`src/hw/tio_defines.svh`:
```
`ifndef TIO_DEFINES_SVH
`define TIO_DEFINES_SVH

// port widths, narrowest first
`define TIO_W_P0 1
`define TIO_W_P1 4
`define TIO_W_P2 8
`define TIO_W_P3 16
`define TIO_W_P4 32
`define TIO_NPORT 5
`define TIO_NCB 6
`define TIO_DW 32
`define TIO_CW 16

// register bus decode
`define TIO_GLOBAL_BIT 7
`define TIO_PIDX_HI 5
`define TIO_PIDX_LO 3
`define TIO_REG_HI 2
`define TIO_REG_CTRL 3'h0
`define TIO_REG_DATA 3'h1
`define TIO_REG_TIME 3'h2
`define TIO_REG_COND 3'h3
`define TIO_REG_COUNT 3'h4
`define TIO_REG_TSTAMP 3'h5
`define TIO_ADDR_STATUS 8'h80
`define TIO_ADDR_MASK 8'h81
`define TIO_ADDR_CB0 8'h88
`define TIO_CB_IDX_HI 2

// clock block register fields
`define TIO_CB_EN_BIT 0
`define TIO_CB_DIV_HI 15
`define TIO_CB_DIV_LO 8
`define TIO_DIV_W 8

// reference clock block
`define TIO_CB_REF 3'h0
`define TIO_CTRL_W 10

`endif

```
`src/hw/tio_pkg.sv`:
```
package tio_pkg;
	typedef enum logic [1:0] {
		TIO_COND_NONE = 2'h0,
		TIO_COND_EQ = 2'h1,
		TIO_COND_NEQ = 2'h2
	} tio_cond_e;

	typedef struct packed {
		logic [2:0] clk_sel;
		logic strobe_en;
		logic timed;
		tio_cond_e cond;
		logic od;
		logic dir_out;
		logic en;
	} tio_ctrl_s;
endpackage

```
`src/hw/tio_port_block.sv`:
```
// Operation
// - all pins of a port share one direction, input or output
// - ports of widths 1, 4, 8, 16 and 32 bits map onto pins
// - port drives pins or samples them, optionally waiting for a condition
// - open-drain: zero drives low, one leaves pin undriven
// - output data passes through a transfer register and a port value stage; input data is captured straight into the transfer register
// - 16-bit counter readable anytime; can gate transfers to a set count
// - each transfer captures the counter as a timestamp
// - an enabled link stops every port driving its shared pins; inputs still sample them
// - narrower enabled port wins shared pins; other pins stay with wider
// - a port always transfers at its full declared width
// - six clock blocks; block 0 is the tile reference clock
// - clock block may use the 1-bit port pin, optionally divided
// - ports accept an incoming ready strobe and emit an output strobe
// - after reset every port uses clock block 0
// - every processor access to a port completes in one cycle
// - pin conditions raise events straight to the scheduler
// - pull-downs enabled on all pins while in reset
//
// Chosen here: the strobed register port and the register offsets.
`timescale 1ns/1ps
`include "tio_defines.svh"

module tio_port_block #(
	parameter int PIN_W = `TIO_W_P4,
	parameter logic [PIN_W-1:0] LINK_PINS = '0
) (
	// clock and reset
	input wire logic clk_i,
	input wire logic sys_rst_i,
	// register port
	input wire logic [7:0] addr_i,
	input wire logic [`TIO_DW-1:0] wdata_i,
	input wire logic we_i,
	input wire logic re_i,
	output logic [`TIO_DW-1:0] rdata_o,
	// pins
	input wire logic [PIN_W-1:0] pin_i,
	output logic [PIN_W-1:0] pin_o,
	output logic [PIN_W-1:0] pin_oe_o,
	output logic [PIN_W-1:0] pin_pd_o,
	// strobes
	input wire logic strobe_in_ready_i,
	output logic strobe_out_valid_o,
	// link mux
	input wire logic link_en_i,
	// events and interrupt
	output logic [`TIO_NPORT-1:0] events_o,
	output logic irq_o
);
	localparam int NP = `TIO_NPORT;
	localparam int NCB = `TIO_NCB;
	localparam int PORT_W [NP] = '{`TIO_W_P0, `TIO_W_P1, `TIO_W_P2,
		`TIO_W_P3, `TIO_W_P4};

	tio_pkg::tio_ctrl_s ctrl_ff [NP];
	logic [`TIO_DW-1:0] dout_ff [NP];
	logic [`TIO_DW-1:0] pval_ff [NP];
	logic [`TIO_DW-1:0] din_ff [NP];
	logic [`TIO_DW-1:0] cval_ff [NP];
	logic [`TIO_CW-1:0] time_ff [NP];
	logic [`TIO_CW-1:0] cnt_ff [NP];
	logic [`TIO_CW-1:0] ts_ff [NP];
	logic [NP-1:0] pend_ff;
	logic [NP-1:0] dvalid_ff;
	logic [NP-1:0] xfer_in;
	logic [NP-1:0] xfer_out;
	logic [NP-1:0] status_ff;
	logic [NP-1:0] mask_ff;
	logic [NP-1:0] events_ff;
	logic [NP-1:0] port_wr;
	logic [NP-1:0] port_rd;
	logic [7:0] cb_tick;
	logic [NCB-1:0] cb_en_ff;
	logic [`TIO_DIV_W-1:0] cb_div_ff [NCB];
	logic [`TIO_DIV_W-1:0] cb_cnt_ff [NCB];
	logic [PIN_W-1:0] pin_m_ff;
	logic [PIN_W-1:0] pin_s_ff;
	logic [PIN_W-1:0] pin_q_ff;
	logic [PIN_W-1:0] pin_o_ff;
	logic [PIN_W-1:0] pin_oe_ff;
	logic [PIN_W-1:0] pd_ff;
	logic rdy_m_ff;
	logic rdy_s_ff;
	logic stb_ff;
	logic [`TIO_DW-1:0] rdata_ff;
	logic [`TIO_DW-1:0] nxt_rdata;
	logic src_edge;
	logic global_sel;
	logic [2:0] pidx;
	logic [2:0] rsel;

	assign global_sel = addr_i[`TIO_GLOBAL_BIT];
	assign pidx = addr_i[`TIO_PIDX_HI:`TIO_PIDX_LO];
	assign rsel = addr_i[`TIO_REG_HI:0];

	// pins and strobe come from outside: two stages before any use
	always_ff @(posedge clk_i) begin
		pin_m_ff <= pin_i;
		pin_s_ff <= pin_m_ff;
		pin_q_ff <= pin_s_ff;
		rdy_m_ff <= strobe_in_ready_i;
		rdy_s_ff <= rdy_m_ff;
	end

	// pull-downs held on through reset, released at the first clean edge
	always_ff @(posedge clk_i) begin
		if (sys_rst_i) begin
			pd_ff <= '1;
		end else begin
			pd_ff <= '0;
		end
	end

	// clock blocks; block 0 ticks on every rising edge of the reference clock
	assign src_edge = pin_s_ff[0] & ~pin_q_ff[0];
	assign cb_tick[0] = 1'b1;
	assign cb_tick[7:NCB] = '0;
	assign cb_en_ff[0] = 1'b0;
	assign cb_div_ff[0] = '0;
	assign cb_cnt_ff[0] = '0;

	genvar g;
	generate
		for (g = 1; g < NCB; g++) begin : g_cb
			// the 1-bit port pin is the source; div n gives one tick per n+1 edges
			assign cb_tick[g] = cb_en_ff[g] && src_edge &&
				cb_cnt_ff[g] == cb_div_ff[g];
			always_ff @(posedge clk_i) begin
				if (sys_rst_i) begin
					cb_en_ff[g] <= 1'b0;
					cb_div_ff[g] <= '0;
				end else if (we_i && addr_i == `TIO_ADDR_CB0 + 8'(g)) begin
					cb_en_ff[g] <= wdata_i[`TIO_CB_EN_BIT];
					cb_div_ff[g] <= wdata_i[`TIO_CB_DIV_HI:`TIO_CB_DIV_LO];
				end
			end
			always_ff @(posedge clk_i) begin
				if (sys_rst_i || !cb_en_ff[g] || cb_tick[g]) begin
					cb_cnt_ff[g] <= '0;
				end else if (src_edge) begin
					cb_cnt_ff[g] <= cb_cnt_ff[g] + 1'b1;
				end
			end
		end

		for (g = 0; g < NP; g++) begin : g_port
			localparam logic [`TIO_DW-1:0] WMASK = (PORT_W[g] >= `TIO_DW) ?
				'1 : `TIO_DW'((64'h1 << PORT_W[g]) - 64'h1);
			logic tick;
			logic cond_ok;
			logic time_ok;
			logic [`TIO_DW-1:0] sample;

			assign tick = cb_tick[ctrl_ff[g].clk_sel];
			// full declared width even if some pins belong elsewhere
			assign sample = `TIO_DW'(pin_s_ff) & WMASK;
			always_comb begin
				case (ctrl_ff[g].cond)
					tio_pkg::TIO_COND_NONE: cond_ok = 1'b1;
					tio_pkg::TIO_COND_EQ: cond_ok = sample == cval_ff[g];
					tio_pkg::TIO_COND_NEQ: cond_ok = sample != cval_ff[g];
					default: cond_ok = 1'b1;
				endcase
			end
			assign time_ok = !ctrl_ff[g].timed || cnt_ff[g] == time_ff[g];
			// a full input buffer stalls sampling until software reads it
			assign xfer_in[g] = ctrl_ff[g].en && !ctrl_ff[g].dir_out && tick &&
				!dvalid_ff[g] && cond_ok && time_ok &&
				(!ctrl_ff[g].strobe_en || rdy_s_ff);
			assign xfer_out[g] = ctrl_ff[g].en && ctrl_ff[g].dir_out && tick &&
				pend_ff[g] && time_ok;
			assign port_wr[g] = we_i && !global_sel && pidx == 3'(g);
			assign port_rd[g] = re_i && !global_sel && pidx == 3'(g);

			always_ff @(posedge clk_i) begin
				if (sys_rst_i) begin
					ctrl_ff[g] <= '0;
					time_ff[g] <= '0;
					cval_ff[g] <= '0;
				end else if (port_wr[g]) begin
					if (rsel == `TIO_REG_CTRL) begin
						ctrl_ff[g] <= tio_pkg::tio_ctrl_s'(wdata_i[`TIO_CTRL_W-1:0]);
					end
					if (rsel == `TIO_REG_TIME) begin
						time_ff[g] <= wdata_i[`TIO_CW-1:0];
					end
					if (rsel == `TIO_REG_COND) begin
						cval_ff[g] <= wdata_i & WMASK;
					end
				end
			end

			// output path: transfer register then port value on the pins
			always_ff @(posedge clk_i) begin
				if (sys_rst_i) begin
					dout_ff[g] <= '0;
					pval_ff[g] <= '0;
					pend_ff[g] <= 1'b0;
				end else begin
					if (xfer_out[g]) begin
						pval_ff[g] <= dout_ff[g];
					end
					if (port_wr[g] && rsel == `TIO_REG_DATA) begin
						dout_ff[g] <= wdata_i & WMASK;
						pend_ff[g] <= 1'b1;
					end else if (xfer_out[g]) begin
						pend_ff[g] <= 1'b0;
					end
				end
			end

			// input path: a capture in the read cycle keeps the valid flag
			always_ff @(posedge clk_i) begin
				if (sys_rst_i) begin
					din_ff[g] <= '0;
					dvalid_ff[g] <= 1'b0;
				end else if (xfer_in[g]) begin
					din_ff[g] <= sample;
					dvalid_ff[g] <= 1'b1;
				end else if (port_rd[g] && rsel == `TIO_REG_DATA) begin
					dvalid_ff[g] <= 1'b0;
				end
			end

			always_ff @(posedge clk_i) begin
				if (sys_rst_i) begin
					cnt_ff[g] <= '0;
				end else if (tick) begin
					cnt_ff[g] <= cnt_ff[g] + 1'b1;
				end
			end

			always_ff @(posedge clk_i) begin
				if (sys_rst_i) begin
					ts_ff[g] <= '0;
				end else if (xfer_in[g] || xfer_out[g]) begin
					ts_ff[g] <= cnt_ff[g];
				end
			end
		end

		// pin ownership: link first, then the narrowest enabled port
		for (g = 0; g < PIN_W; g++) begin : g_pin
			logic found;
			logic drv;
			logic val;
			always_comb begin
				found = 1'b0;
				drv = 1'b0;
				val = 1'b0;
				for (int k = 0; k < NP; k++) begin
					if (!found && ctrl_ff[k].en && g < PORT_W[k]) begin
						found = 1'b1;
						// one direction bit per port covers all its pins
						drv = ctrl_ff[k].dir_out;
						val = pval_ff[k][g];
						if (ctrl_ff[k].od) begin
							drv = ctrl_ff[k].dir_out && !pval_ff[k][g];
							val = 1'b0;
						end
					end
				end
				if (link_en_i && LINK_PINS[g]) begin
					drv = 1'b0;
					val = 1'b0;
				end
			end
			always_ff @(posedge clk_i) begin
				if (sys_rst_i) begin
					pin_o_ff[g] <= 1'b0;
					pin_oe_ff[g] <= 1'b0;
				end else begin
					pin_o_ff[g] <= val;
					pin_oe_ff[g] <= drv;
				end
			end
		end
	endgenerate

	// strobe accompanies each new output word for one cycle
	always_ff @(posedge clk_i) begin
		if (sys_rst_i) begin
			stb_ff <= 1'b0;
		end else begin
			stb_ff <= 1'b0;
			for (int k = 0; k < NP; k++) begin
				if (xfer_out[k] && ctrl_ff[k].strobe_en) begin
					stb_ff <= 1'b1;
				end
			end
		end
	end

	always_ff @(posedge clk_i) begin
		if (sys_rst_i) begin
			events_ff <= '0;
		end else begin
			events_ff <= xfer_in | xfer_out;
		end
	end

	// sticky status, write one to clear; a new event wins the race
	always_ff @(posedge clk_i) begin
		if (sys_rst_i) begin
			status_ff <= '0;
		end else if (we_i && addr_i == `TIO_ADDR_STATUS) begin
			status_ff <= (status_ff & ~wdata_i[NP-1:0]) | xfer_in | xfer_out;
		end else begin
			status_ff <= status_ff | xfer_in | xfer_out;
		end
	end

	always_ff @(posedge clk_i) begin
		if (sys_rst_i) begin
			mask_ff <= '0;
		end else if (we_i && addr_i == `TIO_ADDR_MASK) begin
			mask_ff <= wdata_i[NP-1:0];
		end
	end

	// read mux; unmapped addresses answer zero, never a stall
	always_comb begin
		nxt_rdata = '0;
		if (!global_sel && pidx < 3'(NP)) begin
			case (rsel)
				`TIO_REG_CTRL: nxt_rdata = `TIO_DW'(ctrl_ff[pidx]);
				`TIO_REG_DATA: nxt_rdata = din_ff[pidx];
				`TIO_REG_TIME: nxt_rdata = `TIO_DW'(time_ff[pidx]);
				`TIO_REG_COND: nxt_rdata = cval_ff[pidx];
				`TIO_REG_COUNT: nxt_rdata = `TIO_DW'(cnt_ff[pidx]);
				`TIO_REG_TSTAMP: nxt_rdata = `TIO_DW'(ts_ff[pidx]);
				default: nxt_rdata = '0;
			endcase
		end else if (addr_i == `TIO_ADDR_STATUS) begin
			nxt_rdata = `TIO_DW'(status_ff);
		end else if (addr_i == `TIO_ADDR_MASK) begin
			nxt_rdata = `TIO_DW'(mask_ff);
		end else if (addr_i[7:3] == `TIO_ADDR_CB0 >> 3 &&
			addr_i[`TIO_CB_IDX_HI:0] < 3'(NCB)) begin
			nxt_rdata[`TIO_CB_EN_BIT] = cb_en_ff[addr_i[`TIO_CB_IDX_HI:0]];
			nxt_rdata[`TIO_CB_DIV_HI:`TIO_CB_DIV_LO] =
				cb_div_ff[addr_i[`TIO_CB_IDX_HI:0]];
		end
	end

	always_ff @(posedge clk_i) begin
		if (sys_rst_i) begin
			rdata_ff <= '0;
		end else if (re_i) begin
			rdata_ff <= nxt_rdata;
		end else begin
			rdata_ff <= '0;
		end
	end

	assign rdata_o = rdata_ff;
	assign pin_o = pin_o_ff;
	assign pin_oe_o = pin_oe_ff;
	assign pin_pd_o = pd_ff;
	assign strobe_out_valid_o = stb_ff;
	assign events_o = events_ff;
	assign irq_o = |(status_ff & mask_ff);
endmodule // tio_port_block

```
`config.mk`:
```
export PLATFORM = sky130hd
export DESIGN_NAME = tio_port_block
export DESIGN_NICKNAME = d
export VERILOG_FILES = /design/src/hw/tio_pkg.sv /design/src/hw/tio_port_block.sv
export VERILOG_INCLUDE_DIRS = /design/src /design/src/hw
export SDC_FILE = /design/constraint.sdc
export NUM_CORES = 1
export LEC_CHECK = 0
export ABC_AREA = 1
export BUFFER_PORTS_ARGS = -buffer_cell sky130_fd_sc_hd__buf_4
export CORE_ASPECT_RATIO = 1.2
export CORE_UTILIZATION = 50
export DETAILED_ROUTE_END_ITERATION = 8
export PLACE_DENSITY = 0.64
export REMOVE_ABC_BUFFERS = 1
export SLEW_MARGIN = 15
export SYNTH_ARGS = -nofsm -noshare
export SYNTH_HDL_FRONTEND = slang
export SYNTH_SLANG_ARGS = --single-unit
export TNS_END_PERCENT = 10
```
`constraint.sdc`:
```
create_clock -name clk_i -period 6.7 [get_ports clk_i]
set_clock_uncertainty 0.05 [all_clocks]
set_input_delay 1.005 -clock clk_i [delete_from_list [all_inputs] [get_ports clk_i]]
set_output_delay 1.005 -clock clk_i [all_outputs]
set_load 0.005 [all_outputs]
```
==> out/summary.txt, run 1 <==
row count = 108
Multi-input gate area = 0.0125 mm^2
pwr dens = 270 mW/mm^2
ys flop type = edfxtp_1
first-pass GRT wire length = 167,000 um
First-pass DRT Iterations = 5
post-route clock period utilization = 64.1%
Seq. cell area = 0.0215 mm^2
Die Y = 298 um
FMAX = 0.233 GHz
top cells by area, synth = edfxtp_1 44%, dfxtp_1 15%, nand2_1 7.1%
Fill cells = 6,483
slowest CP cell = nand3_1
critical path startpoint category = register
Final Power = 11.2 mW
Gate Count Post-Synth = 3,911
Post-CTS Setup Bufs = 0
hold buffers post-CTS = 0
crit end category = register
hold violation total from the final report = 0
share of layout cells above drive strength 1 = 12.3%
status = finished clean
initial core utilization = 50.6%
worst-skew pair later-pin latency = 0.67 ns
setup_tns = 0 ns
CP max stage delay = 0.78 ns
leading area contributor after synthesis = edfxtp_1
Longest Clk Path Bufs = 3
Yosys Warn Count = 0
CTS tree = done
Tmin final = 4.29 ns
CP delay by family, top = simple AND/OR/NAND/NOR gates
kind of critical path = register to register
Critical Path RT = 6.91 ns
VDD IR max = 0.234 mV
largest net degree at the start of global routing = 59
DR vias = 28,400
Total Wirelength = 113,000 um
vias in the first global route = 27,100
Lkg Pwr = 16.3 nW
initial antenna violation count = 2
Clock Sinks = 809
Post-DP HPWL = 78,100 um
most used cell, CP = nand2_1
Post-DRT Antenna Nets = 0
Final setup viols = 0
die span in x = 249 um
Crit Path Max Fanout = 25
DR vias/cell = 5.61
I/O Pins = 213
max-slew violations = 0
CTS Buf Count = 83
Syn Area/Cell = 9.36 um^2
number of synthesized flops with an enable pin = 534
Worst slew margin = 21.5%
root buf cell = clkbuf_16
final estimated routing congestion in global placement = 0.924
Worst-Margin Slew = 1.18 ns
RSZ-0062 raised after global routing = false
total global routing track utilization = 30.0%
synthesized area = 0.0366 mm^2
top-area cell type share of the netlist area = 43.8%
Worst-path clk slew = 0.06 ns
Worst Hold Class = register to register
H-Tree Depth = 3
Buffers on Ports = 211
asr flop ratio synth = 0%
Remaining Overflow, GRT = 0
Routed WL per cell = 22.2 um
CP Cell Sequence = nand2_4 > clkinv_4 > nand2_4 > nor3_4 > nand3_1 > nand2_1 > nand2_1 > nand3_1 > o21ai_0 > nand2_1
post-CTS resize count = 0
Initial DRC Count = 3,166
Synth cell types = 64
crit path DAT = 4.50 ns
maxcap violations = 0
register area share after synthesis = 58.8%
Seq cells post-synth = 809
# DRC = 0
Syn-to-layout area delta = 13.6%
Final nets = 4,157
Worst Path Buf+Inv = 1
Die Footprint = 0.0743 mm^2
core outline area = 0.0724 mm^2
-- flip-flops by register name, indices dropped and copies added (netlist names), 5 cells and up --
name	count
cb_en_ff	5
rdata_o	32
cb_cnt_ff	40
cnt_ff	80
pin_o	32
pin_oe_o	32
dout_ff	61
events_o	5
dvalid_ff	5
pval_ff	61
din_ff	61
cb_div_ff	40
g_port.sample	32
mask_ff	5
ts_ff	80
ctrl_ff	50
pend_ff	5
cval_ff	61
pin_m_ff	32
time_ff	80
status_ff	5
-- cell usage in the layout (no fill, tap or decap), types with 23 or more instances in the layout --
| cell | synthesis | final |
|---|---|---|
| dfxtp_1 | 275 | 275 |
| a21oi_1 | 211 | 211 |
| nor3b_1 | 30 | 30 |
| nand3_1 | 126 | 126 |
| nand4_1 | 77 | 77 |
| nor2_1 | 677 | 674 |
| o21ai_0 | 156 | 154 |
| clkbuf_16 | 0 | 84 |
| nor2_4 | 26 | 28 |
| inv_2 | 22 | 23 |
| nand2_1 | 689 | 688 |
| xor2_1 | 62 | 62 |
| o22ai_1 | 26 | 26 |
| inv_1 | 404 | 402 |
| a22oi_1 | 40 | 40 |
| nor2_2 | 33 | 34 |
| xnor2_1 | 95 | 95 |
| edfxtp_1 | 534 | 534 |
| nor3_1 | 49 | 49 |
| o2111ai_1 | 25 | 25 |
| buf_4 | 32 | 247 |
-- synth_stat cells, types with 9 or more instances --
cell type  count
edfxtp_1     534
nor2_2        33
nor2_1       677
ha_1          20
dfxtp_1      275
o211ai_1       9
nor3b_1       30
clkbuf_1      99
buf_4         32
or2_2         15
inv_2         22
xnor2_1       95
buf_2         32
o2111ai_1     25
a221oi_1      12
buf_1         12
nand3_1      126
o22ai_1       26
nor3_1        49
nand2_1      689
nor2_4        26
o21ai_0      156
xor2_1        62
a22oi_1       40
a21oi_1      211
nand2_2       10
a31oi_1       11
inv_1        404
nand4_1       77
-- report_power, final --
part / switching (mW) / internal (mW) / total, mW
clock: 2.08 / 2.69 / 4.76
combinational: 0.556 / 0.233 / 0.789
sequential: 0.148 / 5.51 / 5.66
total: 2.78 / 8.43 / 11.2
-- metal layers --
layer | track usage (%) | vias to the layer above | share of wire (%)
met2 | 48.9 | 1348 | 47
li1 | - | 13300 | -
met5 | 0 | - | 0
met3 | 4.03 | 276 | 8.1
met1 | 39.4 | 13600 | 40
met4 | 15.4 | 0 | 5.1
-- metrics by stage --
| stage | instances | cell area (um^2) | util [%] | hold slack (ns) | setup WS (ns) |
|---|---|---|---|---|---|
| 2_1_floorplan | 3727 | 35700 | - | 0.260 | 1.87 |
| 3_3_place_gp | 4909 | 38700 | 53.5 | 0.261 | 2.43 |
| 3_5_place_dp | 4909 | 38700 | 53.5 | 0.262 | 2.40 |
| 4_1_cts | 5064 | 41600 | 57.4 | 0.275 | 2.36 |
| 5_1_grt | 5065 | 41600 | 57.4 | 0.281 | 2.23 |
| 6_report | 5065 | 41600 | 57.4 | 0.273 | 2.41 |
-- kinds of logic (layout without fill, tap and decap cells) --
| logic type | count (synthesis) | in the layout | share of synthesized area, % |
|---|---|---|---|
| compound gates | 535 | 535 | 8.56 |
| xor+xnor | 157 | 157 | 3.76 |
| fa+ha+maj | 20 | 20 | 0.683 |
| buf+inv | 621 | 839 | 7.02 |
| flops | 809 | 809 | 58.8 |
| other cells | 0 | 1 | 0 |
| simple gates | 1769 | 1769 | 21.2 |
-- final timing paths --
kind / start / endpoint / slack (ns) / depth (start not counted)
worst max register to register: g_port[4].sample[0]$_DFF_P_ / ts_ff[3][3]$_SDFFCE_PN0P_ / 2.41 / 10
worst min register to register: pin_m_ff[29]$_DFF_P_ / g_port[4].sample[29]$_DFF_P_ / 0.27 / 0
worst max-delay path: g_port[4].sample[0]$_DFF_P_ / ts_ff[3][3]$_SDFFCE_PN0P_ / 2.41 / 10
worst min-delay path: pin_m_ff[29]$_DFF_P_ / g_port[4].sample[29]$_DFF_P_ / 0.27 / 0
-- final cells by class --
| type | count | area share, % |
|---|---|---|
| Multi-Input combinational cell | 2481 | 30.1 |
| Antenna cell | 1 | 0.00602 |
| Clock inverter | 43 | 1.29 |
| Inverter | 437 | 3.97 |
| Sequential cell | 809 | 51.8 |
| Clock buffer | 112 | 5.52 |
| Tap cell | 935 | 2.81 |
| Timing Repair Buffer | 247 | 4.46 |
No activity file was read; power rests on OpenSTA's default activity.
==> run 2, diff against run 1 <==
--- a/config.mk
+++ b/config.mk
@@ -6,7 +6,7 @@
 export SDC_FILE = /design/constraint.sdc
 export NUM_CORES = 1
 export LEC_CHECK = 0
-export ABC_AREA = 1
+export ABC_AREA = 0
 export BUFFER_PORTS_ARGS = -buffer_cell sky130_fd_sc_hd__buf_4
 export CORE_ASPECT_RATIO = 1.2
 export CORE_UTILIZATION = 50
==> constraint.sdc (replaced) <==
create_clock -name clk_i -period 4.4 [get_ports clk_i]
set_clock_uncertainty 0.05 [all_clocks]
set_input_delay 0.66 -clock clk_i [delete_from_list [all_inputs] [get_ports clk_i]]
set_output_delay 0.66 -clock clk_i [all_outputs]
set_load 0.005 [all_outputs]
==> run 2 against run 1 <==
- critical path depth decreased by 2
- final area increased by 0.94%
- total power increased by 50%
- largest power group unchanged
==> out/summary.txt, run 2 <==
status = finished clean
post-CTS resize count = 0
most frequent cells in the layout = 534 x edfxtp_1, 409 x and2_1, 299 x buf_4
Worst Path Buf+Inv = 1
kind of critical path = register to register
FMAX = 0.284 GHz
ys flop type = edfxtp_1
share of power burned in the clock network = 41.1%
Sw Share = 24.4%
Seq cells post-synth = 809
biggest regs = cnt_ff: 80 flops, time_ff: 80 flops, ts_ff: 80 flops
initial core utilization = 50.7%
initial antenna violation count = 4
Lkg Pwr = 16.0 nW
Die Y = 299 um
Fill cells = 5,915
RSZ-0062 raised after global routing = false
leading area contributor after synthesis = edfxtp_1
max-slew violations = 0
share of layout cells above drive strength 1 = 16.4%
commonest non-fill, non-tap cell in the layout = edfxtp_1
Worst-path clk slew = 0.06 ns
pwr dens = 400 mW/mm^2
Worst-Margin Slew = 1.15 ns
Int Pwr = 12.7 mW
vias in the first global route = 25,500
Remaining Overflow, GRT = 0
Initial DRC Count = 2,841
hold violation total from the final report = 0
Tmin final = 3.52 ns
CTS Buf Count = 82
core outline area = 0.0727 mm^2
maxcap violations = 0
CP delay by family, top = simple AND/OR/NAND/NOR gates
Final setup viols = 0
synthesized area = 0.0369 mm^2
Post-CTS Setup Bufs = 0
DR vias = 25,600
Synth cell types = 73
Logic pwr share = 7.2%
NetSw = 4.09 mW
Final Power = 16.8 mW
setup_tns = 0 ns
Syn-to-layout area delta = 13.8%
row count = 108
Total Wirelength = 111,000 um
Clock Sinks = 809
Critical Path RT = 4.67 ns
hold buffers post-CTS = 0
asr flop ratio synth = 0%
total global routing track utilization = 29.7%
Seq. cell area = 0.0215 mm^2
die span in x = 250 um
most frequent cells after synthesis = 534 x edfxtp_1, 409 x and2_1, 275 x dfxtp_1
count leader, synth = edfxtp_1
Post-DRT Antenna Nets = 0
Seq pwr share = 51.7%
Crit Path Max Fanout = 16
Yosys Warn Count = 0
top-area cell type share of the netlist area = 43.5%
Final Util = 57.7%
Buffers on Ports = 211
Die Footprint = 0.0748 mm^2
Worst Hold Class = primary input to register
largest net degree at the start of global routing = 121
Longest Clk Path Bufs = 3
worst-skew pair later-pin latency = 0.66 ns
H-Tree Depth = 3
CTS tree = done
Final nets = 3,385
Worst slew margin = 23.3%
post-route clock period utilization = 80.0%
number of synthesized flops with an enable pin = 534
VDD IR max = 0.391 mV
register area share after synthesis = 58.4%
Multi-input gate area = 0.0141 mm^2
crit end category = register
CP max stage delay = 0.55 ns
CP Cell Sequence = and2b_1 > and3_1 > a41oi_1 > a211o_1 > a21o_1 > or2_2 > nand2b_1 > buf_4
# DRC = 0
Gate Count Post-Synth = 3,131
crit path DAT = 3.79 ns
root buf cell = clkbuf_16
First-pass DRT Iterations = 8
top cells by area, synth = edfxtp_1 43%, dfxtp_1 15%, and2_1 6.9%
Routed WL per cell = 25.9 um
Post-DP HPWL = 79,300 um
critical path startpoint category = register
first-pass GRT wire length = 164,000 um
final estimated routing congestion in global placement = 0.961
Syn Area/Cell = 11.8 um^2
slowest CP cell = and2b_1
I/O Pins = 213
DR vias/cell = 5.97
run 2: cell count changes in the layout (fill, tap and decap cells not counted), sizes merged, moves of 60 or more:
cell and change:
nor2 -464, mux4 +60, inv -389, mux2i +80
nand2 -493, a21oi -86, xor2 +91, and2 +406
o21ai -141
run 2: layer usage:
layer,part of all wire [%],global-route usage [%],vias to the layer above
met5,0.011,0,-
met4,5.1,15.5,2
met2,48,49.0,1167
met3,7.3,4.81,268
li1,-,-,11400
met1,39,37.7,12800
run 2: power groups by stage:
stage	sequential (mW)	combinational, mW	clock [mW]
final	8.67	1.21	6.89
after global routing	8.69	1.27	7.30
after CTS	8.66	1.20	7.00
after detailed placement	8.82	1.19	0
after global placement	8.81	1.18	0
after floorplan	8.72	0.579	0
run 2: kinds of logic after synthesis:
group                      count (synthesis)  synth area share, %
xor gates and xnor gates                 286                 6.79
buffers and inverters                    269                 3.29
adders and majority gates                 20                0.679
muxes                                    166                 6.63
and+or+nand+nor                         1210                 17.2
AOI/OAI and AO/OA                        371                 7.00
DFF                                      809                 58.4
run 2: worst register-to-register path, cell delays in order, from the launching register on:
cell and delay [ns]:
dfxtp_1 0.30, and2b_1 0.55, and3_1 0.53, a41oi_1 0.21, a211o_1 0.48, a21o_1 0.30, or2_2 0.35, nand2b_1 0.12
buf_4 0.28
run 2: stage by stage:
| stage | hold WS (ns) | worst slack [ns] | cells | cell area, um^2 |
|---|---|---|---|---|
| 2_1_floorplan | 0.260 | -0.174 | 2901 | 35800 |
| 3_3_place_gp | 0.262 | 0.929 | 4138 | 39300 |
| 3_5_place_dp | 0.263 | 0.920 | 4138 | 39300 |
| 4_1_cts | 0.0218 | 0.918 | 4290 | 42000 |
| 5_1_grt | 0.0328 | 0.801 | 4291 | 42000 |
| 6_report | 0.0475 | 0.881 | 4295 | 42000 |
run 2: worst paths after layout:
| check | slack, ns | depth (start not counted) | from | end |
|---|---|---|---|---|
| max | 0.88 | 8 | pin_q_ff[0]$_DFF_P_ | ts_ff[3][12]$_SDFFCE_PN0P_ |
| min | 0.05 | 1 | pin_i[16] | pin_m_ff[16]$_DFF_P_ |
| max reg2reg | 0.88 | 8 | pin_q_ff[0]$_DFF_P_ | ts_ff[3][12]$_SDFFCE_PN0P_ |
| min reg2reg | 0.28 | 0 | pin_m_ff[20]$_DFF_P_ | g_port[4].sample[20]$_DFF_P_ |
run 2: layout make-up:
cell class | instances | share of cell area (%)
flip-flops and latches | 809 | 51.3
multi-input cells | 2053 | 33.6
clock buffers | 117 | 5.57
repair buffers | 302 | 5.49
well taps | 935 | 2.79
clock inverters | 35 | 0.811
inverters | 39 | 0.349
diodes | 5 | 0.0298
